$ cat config.mk
export PLATFORM = sky130hd
export DESIGN_NAME = eifd_diag
export DESIGN_NICKNAME = d
export VERILOG_FILES = /design/src/design/eifd_pkg.sv /design/src/design/eifd_diag.sv /design/src/design/eifd_track_mon.sv
export SDC_FILE = /design/constraint.sdc
export NUM_CORES = 1
export LEC_CHECK = 0
export ABC_CLOCK_PERIOD_IN_PS = 8250
export BUFFER_PORTS_ARGS = -buffer_cell sky130_fd_sc_hd__buf_2
export CAP_MARGIN = 20
export CORE_ASPECT_RATIO = 2
export CORE_MARGIN = 2
export CORE_UTILIZATION = 40
export DETAILED_ROUTE_END_ITERATION = 10
export PLACE_DENSITY = 0.65
export SLEW_MARGIN = 0
export SYNTH_ARGS = -nofsm -noshare
export SYNTH_HDL_FRONTEND = slang
export SYNTH_SLANG_ARGS = --single-unit
$ cat constraint.sdc
create_clock -name clk -period 8.25 [get_ports clk]
set_input_delay 1.2375 -clock clk [delete_from_list [all_inputs] [get_ports clk]]
set_output_delay 1.2375 -clock clk [all_outputs]
set_load 0.05 [all_outputs]
$ cat src/design/eifd_pkg.sv
package eifd_pkg;
  // ==========================================================================
  // timing
  localparam int CLK_NS         = 40;
  localparam int FREQ_GAP_NS    = 200;
  localparam int FREQ_GAP_CYC   = (FREQ_GAP_NS + CLK_NS - 1) / CLK_NS;
  localparam int PHASE_MIN_NS   = 120;
  localparam int PHASE_MIN_CYC  = (PHASE_MIN_NS + CLK_NS - 1) / CLK_NS;
  localparam int DISC_NS        = 2000;
  localparam int DISC_CYC       = (DISC_NS + CLK_NS - 1) / CLK_NS;
  localparam int STUCK_EDGES    = 4;
  localparam int FDIFF_RUN      = 3;

  // ==========================================================================
  // error codes
  localparam logic [31:0] CODE_NONE      = 32'h0000_0000;
  localparam logic [31:0] CODE_FREQ_BASE = 32'h2310_0210;
  localparam logic [31:0] CODE_DIR_S1    = 32'h2310_0204;
  localparam logic [31:0] CODE_DIR_S2    = 32'h2310_0205;
  localparam logic [31:0] CODE_A1C_IN2   = 32'h2310_0231;
  localparam logic [31:0] CODE_A1C_IN3   = 32'h2310_0232;
  localparam logic [31:0] CODE_A2C       = 32'h2310_0234;
  localparam logic [31:0] CODE_BC        = 32'h2310_0238;
  localparam logic [31:0] CODE_FDIFF_S1  = 32'h2310_0241;
  localparam logic [31:0] CODE_FDIFF_S2  = 32'h2310_0242;
  localparam logic [31:0] CODE_PHASE_S1  = 32'h2310_0221;
  localparam logic [31:0] CODE_PHASE_S2  = 32'h2310_0222;
  localparam logic [31:0] CODE_STUCK_BASE = 32'h2310_0300;
  localparam logic [31:0] CODE_NODIR     = 32'h2310_0404;

  // ==========================================================================
  // flag positions in errFlags
  localparam int FLG_FREQ    = 0;
  localparam int FLG_STUCK   = 1;
  localparam int FLG_PHASE   = 2;
  localparam int FLG_DIRDISC = 3;
  localparam int FLG_COMPL   = 4;
  localparam int FLG_FDIFF   = 5;
  localparam int FLG_NODIR   = 6;
  localparam int NUM_FLAGS   = 7;

  // ==========================================================================
  // input wiring
  typedef enum logic [1:0] {
    WIRE_TWO_AB   = 2'b00,
    WIRE_ANTI_C2  = 2'b01,
    WIRE_ANTI_C3  = 2'b10,
    WIRE_TWO_ANTI = 2'b11
  } eifd_wiring_t;
endpackage

$ cat src/design/eifd_diag.sv
// How it works
// - over-limit frequency on one encoder input gives that input's own code
// - several inputs over limit give the combined code, one bit per input
// - no-direction error while a direction sensor has not yet moved
// - true and complement tracks disagreeing on direction give per-sensor code
// - first sensor A versus complement mismatch, coded by complement input
// - second sensor A and B complement mismatches have separate codes
// - A and B edge counts drifting apart give per-sensor frequency-difference code
// - stuck faults report fixed upper part plus one cause byte
// - even cause bits stuck-high, odd stuck-low, pairs per input
// - partner track moving while this one stays still is a stuck fault
// - still low track is stuck-low, covering ground short or cable break
// - A and B edges closer than the minimum give per-sensor phase code
// - A and B edges together, losing a combined edge, give phase code
// - collective error output is high while any error flag is set
// - any detected fault forces release outputs low
`timescale 1ns/10ps
`default_nettype none
module eifd_diag
  import eifd_pkg::*;
#(
  parameter int GAP_CYC   = FREQ_GAP_CYC,
  parameter int PHASE_CYC = PHASE_MIN_CYC,
  parameter int DISC_N    = DISC_CYC,
  parameter int STUCK_N   = STUCK_EDGES
)
(
  input  wire logic        clk,
  input  wire logic        arst_n,
  input  wire logic [3:0]  encIn,
  input  wire logic [1:0]  cfgWiring,
  input  wire logic [1:0]  cfgDirSensor,
  input  wire logic        cfgSecondSensor,
  input  wire logic        errClear,
  input  wire logic [1:0]  releaseReq,
  output logic [1:0]       releaseOut,
  output logic             errAny,
  output logic [31:0]      errCode,
  output logic [6:0]       errFlags,
  output logic [7:0]       stuckCause,
  output logic [3:0]       freqMask
);
  typedef struct packed {
    logic [3:0]      freqMask;
    logic [1:0]      phase;
    logic [1:0]      fdiff;
    logic [1:0]      dirKnown;
    logic [1:0]      lastB;
    logic [1:0][1:0] runCnt;
    logic [1:0][7:0] phCnt;
    logic [3:0]      compl;
    logic            dirDisc;
    logic            dirT;
    logic            dirTv;
    logic            dirC;
    logic            dirCv;
    logic [7:0]      discA;
    logic [7:0]      discB;
    logic [6:0]      flags;
    logic            any;
    logic [31:0]     code;
    logic [1:0]      rel;
  } eifd_state_t;

  eifd_state_t st_reg;
  eifd_state_t st_next;
  logic [3:0]  lvl;
  logic [3:0]  rise;
  logic [3:0]  fall;
  logic [3:0]  edgeAny;
  logic [3:0]  overFreq;
  logic [3:0]  stHi;
  logic [3:0]  stLo;
  logic [1:0]  aIdx [2];
  logic [1:0]  bIdx [2];
  logic [1:0]  sValid;
  logic [1:0]  ea;
  logic [1:0]  eb;
  logic [1:0]  pA;
  logic [1:0]  pB;
  logic        useCompl;
  logic        noDirNow;
  logic [1:0]  sensNum;
  logic [7:0]  stuckByte;

  if (PHASE_CYC < 1 || PHASE_CYC > 254 || DISC_N < 1 || DISC_N > 254)
  begin : g_chk
    $error("eifd_diag: parameter out of range");
  end

  // ==========================================================================
  // per-input monitors
  for (genvar i = 0; i < 4; i++)
  begin : g_mon
    eifd_track_mon #(.GAP_CYC(GAP_CYC), .STUCK_N(STUCK_N)) u_mon (
      .clk         (clk),
      .arst_n      (arst_n),
      .pinIn       (encIn[i]),
      .partnerEdge (edgeAny[(cfgWiring == WIRE_ANTI_C2) ? (i ^ 2) : (i ^ 1)]),
      .clear       (errClear),
      .level       (lvl[i]),
      .rise        (rise[i]),
      .fall        (fall[i]),
      .overFreq    (overFreq[i]),
      .stuckHigh   (stHi[i]),
      .stuckLow    (stLo[i])
    );
    assign stuckByte[2*i]   = stHi[i];
    assign stuckByte[2*i+1] = stLo[i];
  end
  assign edgeAny = rise | fall;

  // ==========================================================================
  // track assignment per wiring
  always_comb
  begin
    aIdx[0]  = 2'd0;
    bIdx[0]  = 2'd1;
    aIdx[1]  = 2'd2;
    bIdx[1]  = 2'd3;
    sValid   = 2'b00;
    pA       = 2'd1;
    pB       = 2'd2;
    useCompl = 1'b1;
    case (cfgWiring)
      WIRE_TWO_AB:
      begin
        sValid   = 2'b11;
        useCompl = 1'b0;
      end
      WIRE_ANTI_C2:
      begin
        bIdx[0] = 2'd2;
        sValid  = 2'b01;
      end
      WIRE_ANTI_C3:
      begin
        sValid = 2'b01;
        pA     = 2'd2;
        pB     = 2'd1;
      end
      default:
      begin
        sValid = 2'b00;
      end
    endcase
  end

  assign ea       = {edgeAny[aIdx[1]], edgeAny[aIdx[0]]};
  assign eb       = {edgeAny[bIdx[1]], edgeAny[bIdx[0]]};
  assign sensNum  = (cfgWiring == WIRE_TWO_AB) ? 2'b01 : {cfgSecondSensor, ~cfgSecondSensor};
  assign noDirNow = |(sValid & cfgDirSensor & ~st_reg.dirKnown);

  // ==========================================================================
  // fault evaluation
  always_comb
  begin
    st_next = st_reg;
    if (errClear)
    begin
      st_next.freqMask = 4'h0;
      st_next.phase    = 2'b00;
      st_next.fdiff    = 2'b00;
      st_next.compl    = 4'h0;
      st_next.dirDisc  = 1'b0;
    end
    st_next.freqMask = st_next.freqMask | overFreq;
    for (int k = 0; k < 2; k++)
    begin
      if (sValid[k])
      begin
        if (ea[k] || eb[k])
          st_next.phCnt[k] = 8'h00;
        else if (st_reg.phCnt[k] != 8'hFF)
          st_next.phCnt[k] = st_reg.phCnt[k] + 8'h01;
        if (ea[k] && eb[k])
          st_next.phase[k] = 1'b1;
        else if ((ea[k] || eb[k]) && st_reg.phCnt[k] < PHASE_CYC[7:0])
          st_next.phase[k] = 1'b1;
        if (ea[k] ^ eb[k])
        begin
          st_next.lastB[k] = eb[k];
          if (eb[k] == st_reg.lastB[k])
          begin
            if (st_reg.runCnt[k] != 2'd3)
              st_next.runCnt[k] = st_reg.runCnt[k] + 2'd1;
            if (st_next.runCnt[k] >= FDIFF_RUN[1:0])
              st_next.fdiff[k] = 1'b1;
          end
          else
          begin
            st_next.runCnt[k]   = 2'd0;
            st_next.dirKnown[k] = 1'b1;
          end
        end
      end
    end
    // direction from true tracks versus complement tracks
    if (sValid[0] && useCompl)
    begin
      if (rise[0])
      begin
        st_next.dirT  = ~lvl[bIdx[0]];
        st_next.dirTv = 1'b1;
      end
      if (fall[pA])
      begin
        st_next.dirC  = lvl[3];
        st_next.dirCv = 1'b1;
      end
      if (st_next.dirTv && st_next.dirCv)
      begin
        if (st_next.dirT != st_next.dirC)
          st_next.dirDisc = 1'b1;
        st_next.dirTv = 1'b0;
        st_next.dirCv = 1'b0;
      end
    end
    // complement pairs must stay antivalent
    if (useCompl && lvl[0] == lvl[pA])
      st_next.discA = (st_reg.discA == 8'hFF) ? 8'hFF : st_reg.discA + 8'h01;
    else
      st_next.discA = 8'h00;
    if (useCompl && lvl[pB] == lvl[3])
      st_next.discB = (st_reg.discB == 8'hFF) ? 8'hFF : st_reg.discB + 8'h01;
    else
      st_next.discB = 8'h00;
    if (st_reg.discA >= DISC_N[7:0])
    begin
      if (cfgWiring == WIRE_TWO_ANTI || (cfgWiring == WIRE_ANTI_C2 && !cfgSecondSensor))
        st_next.compl[0] = 1'b1;
      else if (!cfgSecondSensor)
        st_next.compl[1] = 1'b1;
      else
        st_next.compl[2] = 1'b1;
    end
    if (st_reg.discB >= DISC_N[7:0])
    begin
      if (cfgWiring == WIRE_TWO_ANTI)
        st_next.compl[2] = 1'b1;
      else
        st_next.compl[3] = 1'b1;
    end
    st_next.flags[FLG_FREQ]    = |st_next.freqMask;
    st_next.flags[FLG_STUCK]   = |stuckByte;
    st_next.flags[FLG_PHASE]   = |st_next.phase;
    st_next.flags[FLG_DIRDISC] = st_next.dirDisc;
    st_next.flags[FLG_COMPL]   = |st_next.compl;
    st_next.flags[FLG_FDIFF]   = |st_next.fdiff;
    st_next.flags[FLG_NODIR]   = noDirNow;
    st_next.any = |st_next.flags;
    st_next.rel = releaseReq & ~{2{st_next.any}};
    // highest-priority active fault as a 32-bit code
    if (st_next.flags[FLG_FREQ])
      st_next.code = CODE_FREQ_BASE | {28'h0, st_next.freqMask};
    else if (st_next.flags[FLG_STUCK])
      st_next.code = CODE_STUCK_BASE | {24'h0, stuckByte};
    else if (st_next.flags[FLG_PHASE])
      st_next.code = (st_next.phase[0] && sensNum[0]) ? CODE_PHASE_S1 : CODE_PHASE_S2;
    else if (st_next.flags[FLG_DIRDISC])
      st_next.code = sensNum[0] ? CODE_DIR_S1 : CODE_DIR_S2;
    else if (st_next.compl[0])
      st_next.code = CODE_A1C_IN2;
    else if (st_next.compl[1])
      st_next.code = CODE_A1C_IN3;
    else if (st_next.compl[2])
      st_next.code = CODE_A2C;
    else if (st_next.compl[3])
      st_next.code = CODE_BC;
    else if (st_next.flags[FLG_FDIFF])
      st_next.code = (st_next.fdiff[0] && sensNum[0]) ? CODE_FDIFF_S1 : CODE_FDIFF_S2;
    else if (st_next.flags[FLG_NODIR])
      st_next.code = CODE_NODIR;
    else
      st_next.code = CODE_NONE;
  end

  always_ff @(posedge clk or negedge arst_n)
  begin
    if (!arst_n)
      st_reg <= '0;
    else
      st_reg <= st_next;
  end

  assign releaseOut = st_reg.rel;
  assign errAny     = st_reg.any;
  assign errCode    = st_reg.code;
  assign errFlags   = st_reg.flags;
  assign stuckCause = stuckByte;
  assign freqMask   = st_reg.freqMask;

  // ==========================================================================
  // assertions
  property p_freq_set;
    @(posedge clk) disable iff (!arst_n) overFreq[0] |=> freqMask[0] && errFlags[FLG_FREQ];
  endproperty
  a_freq_set: assert property (p_freq_set) else $error("input over limit not latched");
  property p_freq_code;
    @(posedge clk) disable iff (!arst_n) errFlags[FLG_FREQ] |-> errCode == (32'h2310_0210 | {28'h0, freqMask});
  endproperty
  a_freq_code: assert property (p_freq_code) else $error("combined frequency code wrong");
  property p_nodir;
    @(posedge clk) disable iff (!arst_n) (sValid[0] && cfgDirSensor[0] && !st_reg.dirKnown[0]) |=> errFlags[FLG_NODIR];
  endproperty
  a_nodir: assert property (p_nodir) else $error("no-direction flag missing");
  property p_stuck_code;
    @(posedge clk) disable iff (!arst_n) errCode[31:8] == 24'h231003 |-> errCode[7:0] == $past(stuckCause);
  endproperty
  a_stuck_code: assert property (p_stuck_code) else $error("stuck cause byte wrong");
  property p_phase_same;
    @(posedge clk) disable iff (!arst_n) (sValid[0] && ea[0] && eb[0]) |=> st_reg.phase[0] ##0 errFlags[FLG_PHASE];
  endproperty
  a_phase_same: assert property (p_phase_same) else $error("coincident edges not a phase fault");
  property p_compl;
    @(posedge clk) disable iff (!arst_n) (st_reg.discA >= DISC_N[7:0] && !errClear) |=> errFlags[FLG_COMPL];
  endproperty
  a_compl: assert property (p_compl) else $error("complement mismatch not flagged");
  property p_any;
    @(posedge clk) disable iff (!arst_n) (errAny == (errFlags != 7'h00)) && (errAny == (errCode != 32'h0));
  endproperty
  a_any: assert property (p_any) else $error("collective error inconsistent");
  property p_release;
    @(posedge clk) disable iff (!arst_n) errAny |-> releaseOut == 2'b00;
  endproperty
  a_release: assert property (p_release) else $error("release active during fault");
  property p_set_wins;
    @(posedge clk) disable iff (!arst_n) (errClear && overFreq[1]) |=> freqMask[1];
  endproperty
  a_set_wins: assert property (p_set_wins) else $error("event lost at clear");
  c_combo: cover property (@(posedge clk) disable iff (!arst_n) freqMask == 4'h5);
  c_stuck: cover property (@(posedge clk) disable iff (!arst_n) errFlags[FLG_STUCK]);
  c_phase: cover property (@(posedge clk) disable iff (!arst_n) errCode == 32'h2310_0221);
  c_nodir: cover property (@(posedge clk) disable iff (!arst_n) errCode == 32'h2310_0404);
endmodule
`default_nettype wire

$ cat src/design/eifd_track_mon.sv
`timescale 1ns/10ps
`default_nettype none
module eifd_track_mon
  import eifd_pkg::*;
#(
  parameter int GAP_CYC = FREQ_GAP_CYC,
  parameter int STUCK_N = STUCK_EDGES
)
(
  input  wire logic clk,
  input  wire logic arst_n,
  input  wire logic pinIn,
  input  wire logic partnerEdge,
  input  wire logic clear,
  output logic      level,
  output logic      rise,
  output logic      fall,
  output logic      overFreq,
  output logic      stuckHigh,
  output logic      stuckLow
);
  typedef struct packed {
    logic       s1;
    logic       s2;
    logic       prev;
    logic [7:0] gap;
    logic [3:0] pCnt;
    logic       hi;
    logic       lo;
  } eifd_mon_t;

  eifd_mon_t st_reg;
  eifd_mon_t st_next;
  logic      edgeSeen;

  if (GAP_CYC < 1 || GAP_CYC > 254 || STUCK_N < 1 || STUCK_N > 14)
  begin : g_chk
    $error("eifd_track_mon: parameter out of range");
  end

  assign edgeSeen  = st_reg.s2 ^ st_reg.prev;
  assign level     = st_reg.s2;
  assign rise      = st_reg.s2 & ~st_reg.prev;
  assign fall      = ~st_reg.s2 & st_reg.prev;
  assign overFreq  = edgeSeen && (st_reg.gap < GAP_CYC[7:0]);
  assign stuckHigh = st_reg.hi;
  assign stuckLow  = st_reg.lo;

  always_comb
  begin
    st_next      = st_reg;
    st_next.s1   = pinIn;
    st_next.s2   = st_reg.s1;
    st_next.prev = st_reg.s2;
    if (edgeSeen)
      st_next.gap = 8'h00;
    else if (st_reg.gap != 8'hFF)
      st_next.gap = st_reg.gap + 8'h01;
    // partner edges counted while this track stays still
    if (edgeSeen)
      st_next.pCnt = 4'h0;
    else if (partnerEdge && st_reg.pCnt != 4'hF)
      st_next.pCnt = st_reg.pCnt + 4'h1;
    if (clear)
    begin
      st_next.hi = 1'b0;
      st_next.lo = 1'b0;
    end
    if (st_reg.pCnt >= STUCK_N[3:0])
    begin
      if (st_reg.s2)
        st_next.hi = 1'b1;
      else
        st_next.lo = 1'b1;
    end
  end

  always_ff @(posedge clk or negedge arst_n)
  begin
    if (!arst_n)
      st_reg <= '{s1: 1'b0, s2: 1'b0, prev: 1'b0, gap: 8'hFF, pCnt: 4'h0, hi: 1'b0, lo: 1'b0};
    else
      st_reg <= st_next;
  end
endmodule
`default_nettype wire

## After elaboration in Yosys (flattened, before gate mapping)

Index checks and enable logic that the tools add are counted.

- Add/subtract/negate cells: 14
- Magnitude comparators: 21
- Equal/unequal tests: 22
- Muxes and demuxes: 128
- Bitwise gates (word level): 33
- Reductions and logical operators: 48

Operator list:

| cell | number |
|---|---|
| two-way mux 30 bit | 10 |
| two-way mux 8 bit | 17 |
| two-way mux 2 bit | 33 |
| adder 8 x 1 -> 8 bit, second input constant | 8 |
| != test 8 bit, second input constant | 6 |
| two-way mux 1 bit | 47 |
| < comparator 8 x 3 -> 1 bit, second input constant | 4 |
| two-way mux 4 bit | 8 |
| OR reduction 23 bit | 1 |
| < comparator 2 x 3 -> 1 bit, second input constant | 7 |
| nonzero test 2 bit | 10 |
| logical AND 1 bit | 19 |
| binary-select mux 1 bit (select 2 bit) | 9 |
| adder 4 x 1 -> 4 bit, second input constant | 4 |
| equality test 8 bit, second input constant | 2 |
| greater-or-equal comparator 4 x 3 -> 1 bit, second input constant | 4 |
| greater-or-equal comparator 8 x 6 -> 1 bit, second input constant | 2 |
| < comparator 8 x 2 -> 1 bit, second input constant | 2 |
| != test 4 bit, second input constant | 4 |
| inverter 1 bit | 12 |
| two-way mux 5 bit | 2 |
| AND 1 bit | 8 |
| OR 4 bit | 2 |
| AND reduction 2 bit | 4 |
| other kinds (19) | 41 |

- Register bits: 167
- Output and inout bits: 54
- Logic and storage cells: 317

## Logic depth before layout (Yosys ltp)

Gate-level depths: netlist of the first run.

- Depth after elaboration: 25
- Depth in mapped cells: 12
- Depth with buffers taken out: 11

## Hierarchy

From an unflattened synthesis of the first run, not the netlist that was laid out.

- Cell total of the unflattened synthesis: 770
- Area, all modules: 7633.6 um^2

By module, submodules not included:

| module | instances | cells an instance | area each (um^2) | sequential area each (um^2) |
|---|---|---|---|---|
| eifd_diag | 1 | 430 | 4165.2 | 1951.9 |
| eifd_track_mon | 4 | 85 | 867.1 | 435.4 |

## Worst setup path before layout of the first run

OpenSTA, ideal clock, no wires.

- Path kind: input port to flip-flop
- Start point: input cfgWiring[1]
- End point: register st_reg, in the netlist errAny
- Setup time: 0.127 ns
- Arrival time: 3.707 ns
- Setup slack: 4.415 ns
- Cell stages on the path: 12
- Buffers on the path: 1
- Path through: inv_1 > ha_1 > clkbuf_2 > mux4_2 > inv_1 > ha_1 > or4bb_1 > mux2i_1 > or3_1 > nor2_1 > nand4_2 > or2_2

RTL lines:

| what | line | RTL |
|---|---|---|
| start, declared | eifd_diag.sv:31 | `input wire logic [1:0] cfgWiring,` |
| end signal, assigned | eifd_diag.sv:283 | `st_reg <= st_next;` |
| end, declared | eifd_diag.sv:65 | `eifd_state_t st_reg;` |

==> out/metrics.csv, run 1 <==
metric;value;unit
outcome;complete, no violations;
layout_min_cycle_time;3850;ps
drc;0;
post-cts-setup-buffer-count;0;
rsz0062_at_grt;no;
track_usage;17.9;%
synth_cell_type_count;64;
synth-edff-count;0;
wl_per_cell;17.0;um
p_clk_share;40.5;%
cts_hold_buf;0;
stdcell_area;8180;um^2
pwr-share-seq;43.1;%
setup_viol;0;
worstMarginPinSlew;927;ps
gr-total-overflow;0;
synth_fa_ha_area_share;5.39;%
critPathLaunchType;input port;
clock_path_buffers;2;
p_sw;0.579;mW
place_inst;950;
place_area;7570;um^2
grt_pass1_vias;5386;
wirelength;16.7;mm
timing.final.ws_setup;4400;ps
swShare;29.7;%
via_per_inst;5.46;
cts_root_buf;clkbuf_16;
finalNonFillerCells;982;
start_util;40.8;%
place_congestion;0.840;
grt_max_degree;76;
p_leak;3.74;nW
path_clk_slew;60;ps
ys.flop_type;dfrtp_1;
avgSynthCellArea;10.2;um^2
r2r_cells;10;
die_w;100;um
synth_xor_area_share;4.48;%
cp.required;8550;ps
maxSlewHeadroom;38.2;%
synth_area_leader_cell;dfrtp_1;
skew;12.1;ps
synthCells;731;
hold_path_class;reg2reg;
path_class;in2reg;
min_path_cells;0;
die-height;197;um
ys_seq_area_share;49.7;%
async_reset_ff_share;100;%
cts_tree;yes;
h-tree-depth;4;
finalHoldViolCount;0;
rows;70;
max_freq;0.260;GHz
vias;5357;
p_per_area;239;nW/um^2
die_area;19700;um^2
synth_top_area_share;38.4;%
clock-sinks;146;
insertion_delay;430;ps
ir_drop;0.137;mV
finalNetCount;799;
final_max_slew_viol_count;0;
p_int;1.37;mW
antenna_left;0;
layout-drive-gt1-share;17.5;%
synth_top_family_by_area;simple AND/OR/NAND/NOR gates;
cp_max_fo;6;
portBuffers;50;
hold_slack;350;ps
drt_pre_antenna_iters;4;
yosysWarnings;0;
ctsResizeCount;0;
cap_violations;0;
cts_made_buffers;17;
synth_seq_cells;146;
core;18200;um^2
worstPathArrival;4150;ps
syn_area;7430;um^2
post-place-ws;3970;ps
io_pins;68;
synthTopCellsByArea;dfrtp_1, dfstp_2, buf_4;
fin_crit_sh;46.7;%
antenna_cells;0;
synth_compound_area_share;10.9;%
syn_to_final_growth;10.1;%
yosys.area_share.simple;18.1;%
drtIter0Drc;253;
setup_tns;0;ps
endpoint_kind;flip-flop;
antenna_found_initial;0;
place_hpwl;12.3;mm
combinationalPowerShare;16.4;%
grt_pass1_wl;27.2;mm
synthMuxAreaShare;2.80;%
[path summary, 6_finish.rpt]
check / end / slack, ps / start
setup / recovery: errCode[25]$_DFF_PN0_ / 4400 / cfgWiring[1]
hold / removal: g_mon[2].u_mon.level$_DFF_PN0_ / 350 / g_mon[2].u_mon.st_next[15]$_DFF_PN0_
setup reg to reg: errCode[25]$_DFF_PN0_ / 4580 / g_mon[3].u_mon.level$_DFF_PN0_
hold reg to reg: g_mon[2].u_mon.level$_DFF_PN0_ / 350 / g_mon[2].u_mon.st_next[15]$_DFF_PN0_
max in group asynchronous: st_reg[81]$_DFFE_PN0P_ / 6010 / arst_n
min in group asynchronous: st_reg[52]$_DFF_PN0_ / 840 / arst_n
[synth_stat cells, types with 9 or more instances]
library cell,instances
dfrtp_1,114
nor2_1,77
buf_4,54
inv_1,45
a21oi_1,36
nand2_1,36
nand3_1,33
dfstp_2,32
ha_1,32
o21ai_0,28
xnor2_1,20
nor3_1,18
xor2_1,18
mux2i_1,14
a31oi_1,13
and3_1,13
nand2b_1,13
nand4_1,11
nor4_1,9
[cell usage in the layout (no fill, tap or decap), drive strengths merged, types with 4 or more instances in the layout]
cell type / synthesis / layout
ha: 32 / 32
or4: 4 / 4
inv: 46 / 47
a21oi: 36 / 36
nand3: 33 / 33
nand2b: 13 / 13
nor2: 78 / 78
o211a: 4 / 4
nand2: 36 / 36
nor2b: 5 / 5
dfstp: 32 / 32
mux2i: 14 / 14
or3: 8 / 8
o21ai: 29 / 29
dfrtp: 114 / 114
nor4: 9 / 9
a31oi: 13 / 13
and4b: 4 / 4
or2: 5 / 5
conb: 1 / 17
nor3: 18 / 18
xor2: 18 / 18
o2bb2ai: 8 / 8
a32oi: 4 / 4
clkbuf: 11 / 19
buf: 54 / 52
xnor2: 20 / 20
clkinv: 2 / 8
and3: 15 / 15
o31ai: 4 / 4
nand4: 12 / 12
nor3b: 4 / 4
[metal layers]
metal / vias to the layer above / wire length [um] / GRT usage (%)
met2: 142 / 9050 / 32.4
li1: 2523 / - / -
met5: - / 0 / 0
met3: 46 / 548 / 3.05
met4: 0 / 1030 / 12.1
met1: 2646 / 6060 / 18.3
[critical path, cell delays in order]
cell	delay [ps]
buf_2	120
inv_1	120
ha_1	310
mux4_2	660
inv_1	90
ha_1	240
or4bb_1	180
mux2i_1	110
or3_1	400
nor2_1	130
nand4_2	190
or2_2	350
[metrics by stage]
step / util, % / power, mW
after CTS: 44.9 / 1.97
after floorplan: - / 1.10
after global placement: 41.6 / 1.17
after detailed placement: 41.6 / 1.17
after global routing: 44.9 / 2.04
final: 44.9 / 1.95
[cells by family after synthesis]
family,count (synthesis)
simple gates,258
buf+inv,113
compound gates,125
mux,18
xor+xnor,38
other cells,1
fa+ha+maj,32
flops,146
[cell type report]
cell class | count | area [um^2]
Clock buffer | 19 | 443
Clock inverter | 13 | 159
Fill cell | 1735 | 10000
Inverter | 48 | 180
Multi-Input combinational cell | 488 | 3160
Sequential cell | 146 | 3690
Tap cell | 216 | 270
Timing Repair Buffer | 52 | 272
[power groups by stage]
stage          clock network, mW  registers (mW)  logic (mW)
2_1_floorplan                  0           0.835       0.265
3_3_place_gp                   0           0.851       0.315
3_5_place_dp                   0           0.852       0.321
4_1_cts                    0.805           0.840       0.323
5_1_grt                    0.831           0.850       0.356
6_report                   0.790           0.841       0.320
Power figures use the tool's default switching activity.
==> run 2: changes to the inputs <==
--- a/config.mk
+++ b/config.mk
@@ -5,7 +5,7 @@
 export SDC_FILE = /design/constraint.sdc
 export NUM_CORES = 1
 export LEC_CHECK = 0
-export ABC_CLOCK_PERIOD_IN_PS = 8250
+export ABC_CLOCK_PERIOD_IN_PS = 3600
 export BUFFER_PORTS_ARGS = -buffer_cell sky130_fd_sc_hd__buf_2
 export CAP_MARGIN = 20
 export CORE_ASPECT_RATIO = 2
==> constraint.sdc (replaced) <==
create_clock -name clk -period 3.6 [get_ports clk]
set_input_delay 0.54 -clock clk [delete_from_list [all_inputs] [get_ports clk]]
set_output_delay 0.54 -clock clk [all_outputs]
set_load 0.05 [all_outputs]
==> out/metrics.csv, run 2 (synthesis gave the netlist of run 1 again) <==
metric;value;unit;change
final_cell_mix;dfrtp_1, nor2_1, buf_2;;unchanged
antenna_left;0;;unchanged
antenna_cells;0;;unchanged
antenna_found_initial;0;;unchanged
wl_per_cell;16.3;um;was 17.0 um
vias;5334;;was 5357
cts_tree;yes;;unchanged
grt_pass1_wl;27.4;mm;was 27.2 mm
cts_hold_buf;0;;unchanged
place_congestion;0.859;;was 0.840
start_util;40.8;%;unchanged
p_leak;3.86;nW;was 3.74 nW
setup_viol;0;;unchanged
path_class;reg2reg;;was in2reg
critPathLaunchType;flip-flop;;was input port
core;18200;um^2;unchanged
timing.final.ws_setup;513;ps;was 4400 ps
finalNetCount;817;;was 799
syn_to_final_growth;12.9;%;was 10.1%
finalHoldViolCount;0;;unchanged
io_pins;68;;unchanged
die-height;197;um;unchanged
post-place-ws;173;ps;was 3970 ps
p_clk_share;42.3;%;was 40.5%
grt_max_degree;71;;was 76
combinationalPowerShare;16.2;%;was 16.4%
rows;70;;unchanged
worstMarginPinSlew;780;ps;was 927 ps
fin_crit_sh;85.7;%;
swShare;28.3;%;was 29.7%
clock_path_buffers;2;;unchanged
layout-drive-gt1-share;19.3;%;was 17.5%
via_per_inst;5.33;;was 5.46
track_usage;17.9;%;about the same
hold_path_class;in2async;;was reg2reg
path_clk_slew;60;ps;about the same
r2r_cells;11;;was 10
layout_min_cycle_time;3090;ps;
die_w;100;um;unchanged
p_sw;1.31;mW;was 0.579 mW
wirelength;16.3;mm;was 16.7 mm
cap_violations;0;;unchanged
portBuffers;50;;unchanged
grt_pass1_vias;5497;;was 5386
gr-total-overflow;0;;unchanged
post-cts-setup-buffer-count;0;;unchanged
total_power;4.63;mW;was 1.95 mW
drt_pre_antenna_iters;5;;was 4
insertion_delay;420;ps;was 430 ps
finalNonFillerCells;1000;;was 982
ir_drop;0.327;mV;was 0.137 mV
final_max_slew_viol_count;0;;unchanged
layout_commonest_cell;dfrtp_1;;unchanged
cts_made_buffers;17;;unchanged
ctsResizeCount;0;;unchanged
endpoint_kind;flip-flop;;unchanged
worstPathArrival;3390;ps;was 4150 ps
drtIter0Drc;206;;was 253
outcome;complete, no violations;;unchanged
skew;8.64;ps;was 12.1 ps
h-tree-depth;4;;unchanged
place_inst;968;;was 950
clock-sinks;146;;unchanged
fillers;1740;;was 1735
p_int;3.32;mW;was 1.37 mW
cts_root_buf;clkbuf_16;;unchanged
max_freq;0.324;GHz;
rsz0062_at_grt;no;;unchanged
p_per_area;553;nW/um^2;was 239 nW/um^2
die_area;19700;um^2;unchanged
pwr-share-seq;41.5;%;was 43.1%
maxSlewHeadroom;47.6;%;was 38.2%
fin_util;46.0;%;was 44.9%
cp_max_fo;6;;unchanged
place_hpwl;12.2;mm;was 12.3 mm
cp.required;3900;ps;was 8550 ps
drc;0;;unchanged
setup_tns;0;ps;unchanged
run 2: final cells by class:
| class | instances | area (um^2) | share of cell area [%] |
|---|---|---|---|
| Inverter | 48 | 180 | 2.15 |
| Clock buffer | 20 | 457 | 5.45 |
| Clock inverter | 12 | 204 | 2.43 |
| Sequential cell | 146 | 3690 | 44.1 |
| Multi-Input combinational cell | 488 | 3160 | 37.7 |
| Timing Repair Buffer | 70 | 419 | 5.00 |
| Tap cell | 216 | 270 | 3.22 |
run 2: worst paths after layout:
| check | start | to | slack [ps] |
|---|---|---|---|
| setup / recovery | g_mon[3].u_mon.level$_DFF_PN0_ | errAny$_DFF_PN0_ | 510 |
| hold / removal | arst_n | g_mon[1].u_mon.st_reg[3]$_DFFE_PN0P_ | 120 |
| setup reg to reg | g_mon[3].u_mon.level$_DFF_PN0_ | errAny$_DFF_PN0_ | 510 |
| hold reg to reg | g_mon[2].u_mon.st_next[15]$_DFF_PN0_ | g_mon[2].u_mon.level$_DFF_PN0_ | 360 |
| max in group asynchronous | arst_n | g_mon[1].u_mon.st_reg[12]$_DFFE_PN1P_ | 2600 |
| min in group clk | encIn[1] | g_mon[1].u_mon.st_next[15]$_DFF_PN0_ | 230 |
run 2: power groups by stage:
stage,Sequential [mW],Clock (mW),Combinational [mW]
final,1.92,1.96,0.750
after global routing,1.95,2.09,0.836
after CTS,1.92,2.00,0.760
after detailed placement,1.95,0,0.755
after global placement,1.95,0,0.744
after floorplan,1.91,0,0.607
run 2: stage by stage:
step                hold WS (ps)  cell area (um^2)
global route                 161              8380
global placement             347              7720
detailed placement           344              7720
CTS                          152              8380
finish                       117              8380
floorplan                    244              7490
run 2: routing by layer:
metal | global-route usage, % | vias to the layer above | share of wire (%)
met4 | 8.93 | 0 | 2.9
met5 | 0 | - | 0
met3 | 3.30 | 25 | 2.7
met2 | 33.6 | 107 | 57
li1 | - | 2570 | -
met1 | 18.5 | 2632 | 37
run 2: worst max-delay path, stage by stage, from the launching register on:
cell and delay [ps]:
dfrtp_1 380, inv_1 100, ha_1 250, mux4_2 580, inv_1 90, ha_1 240
or4bb_1 180, mux2i_1 100, or3_1 410, nor2_1 130, nand4_2 170, or2_2 340
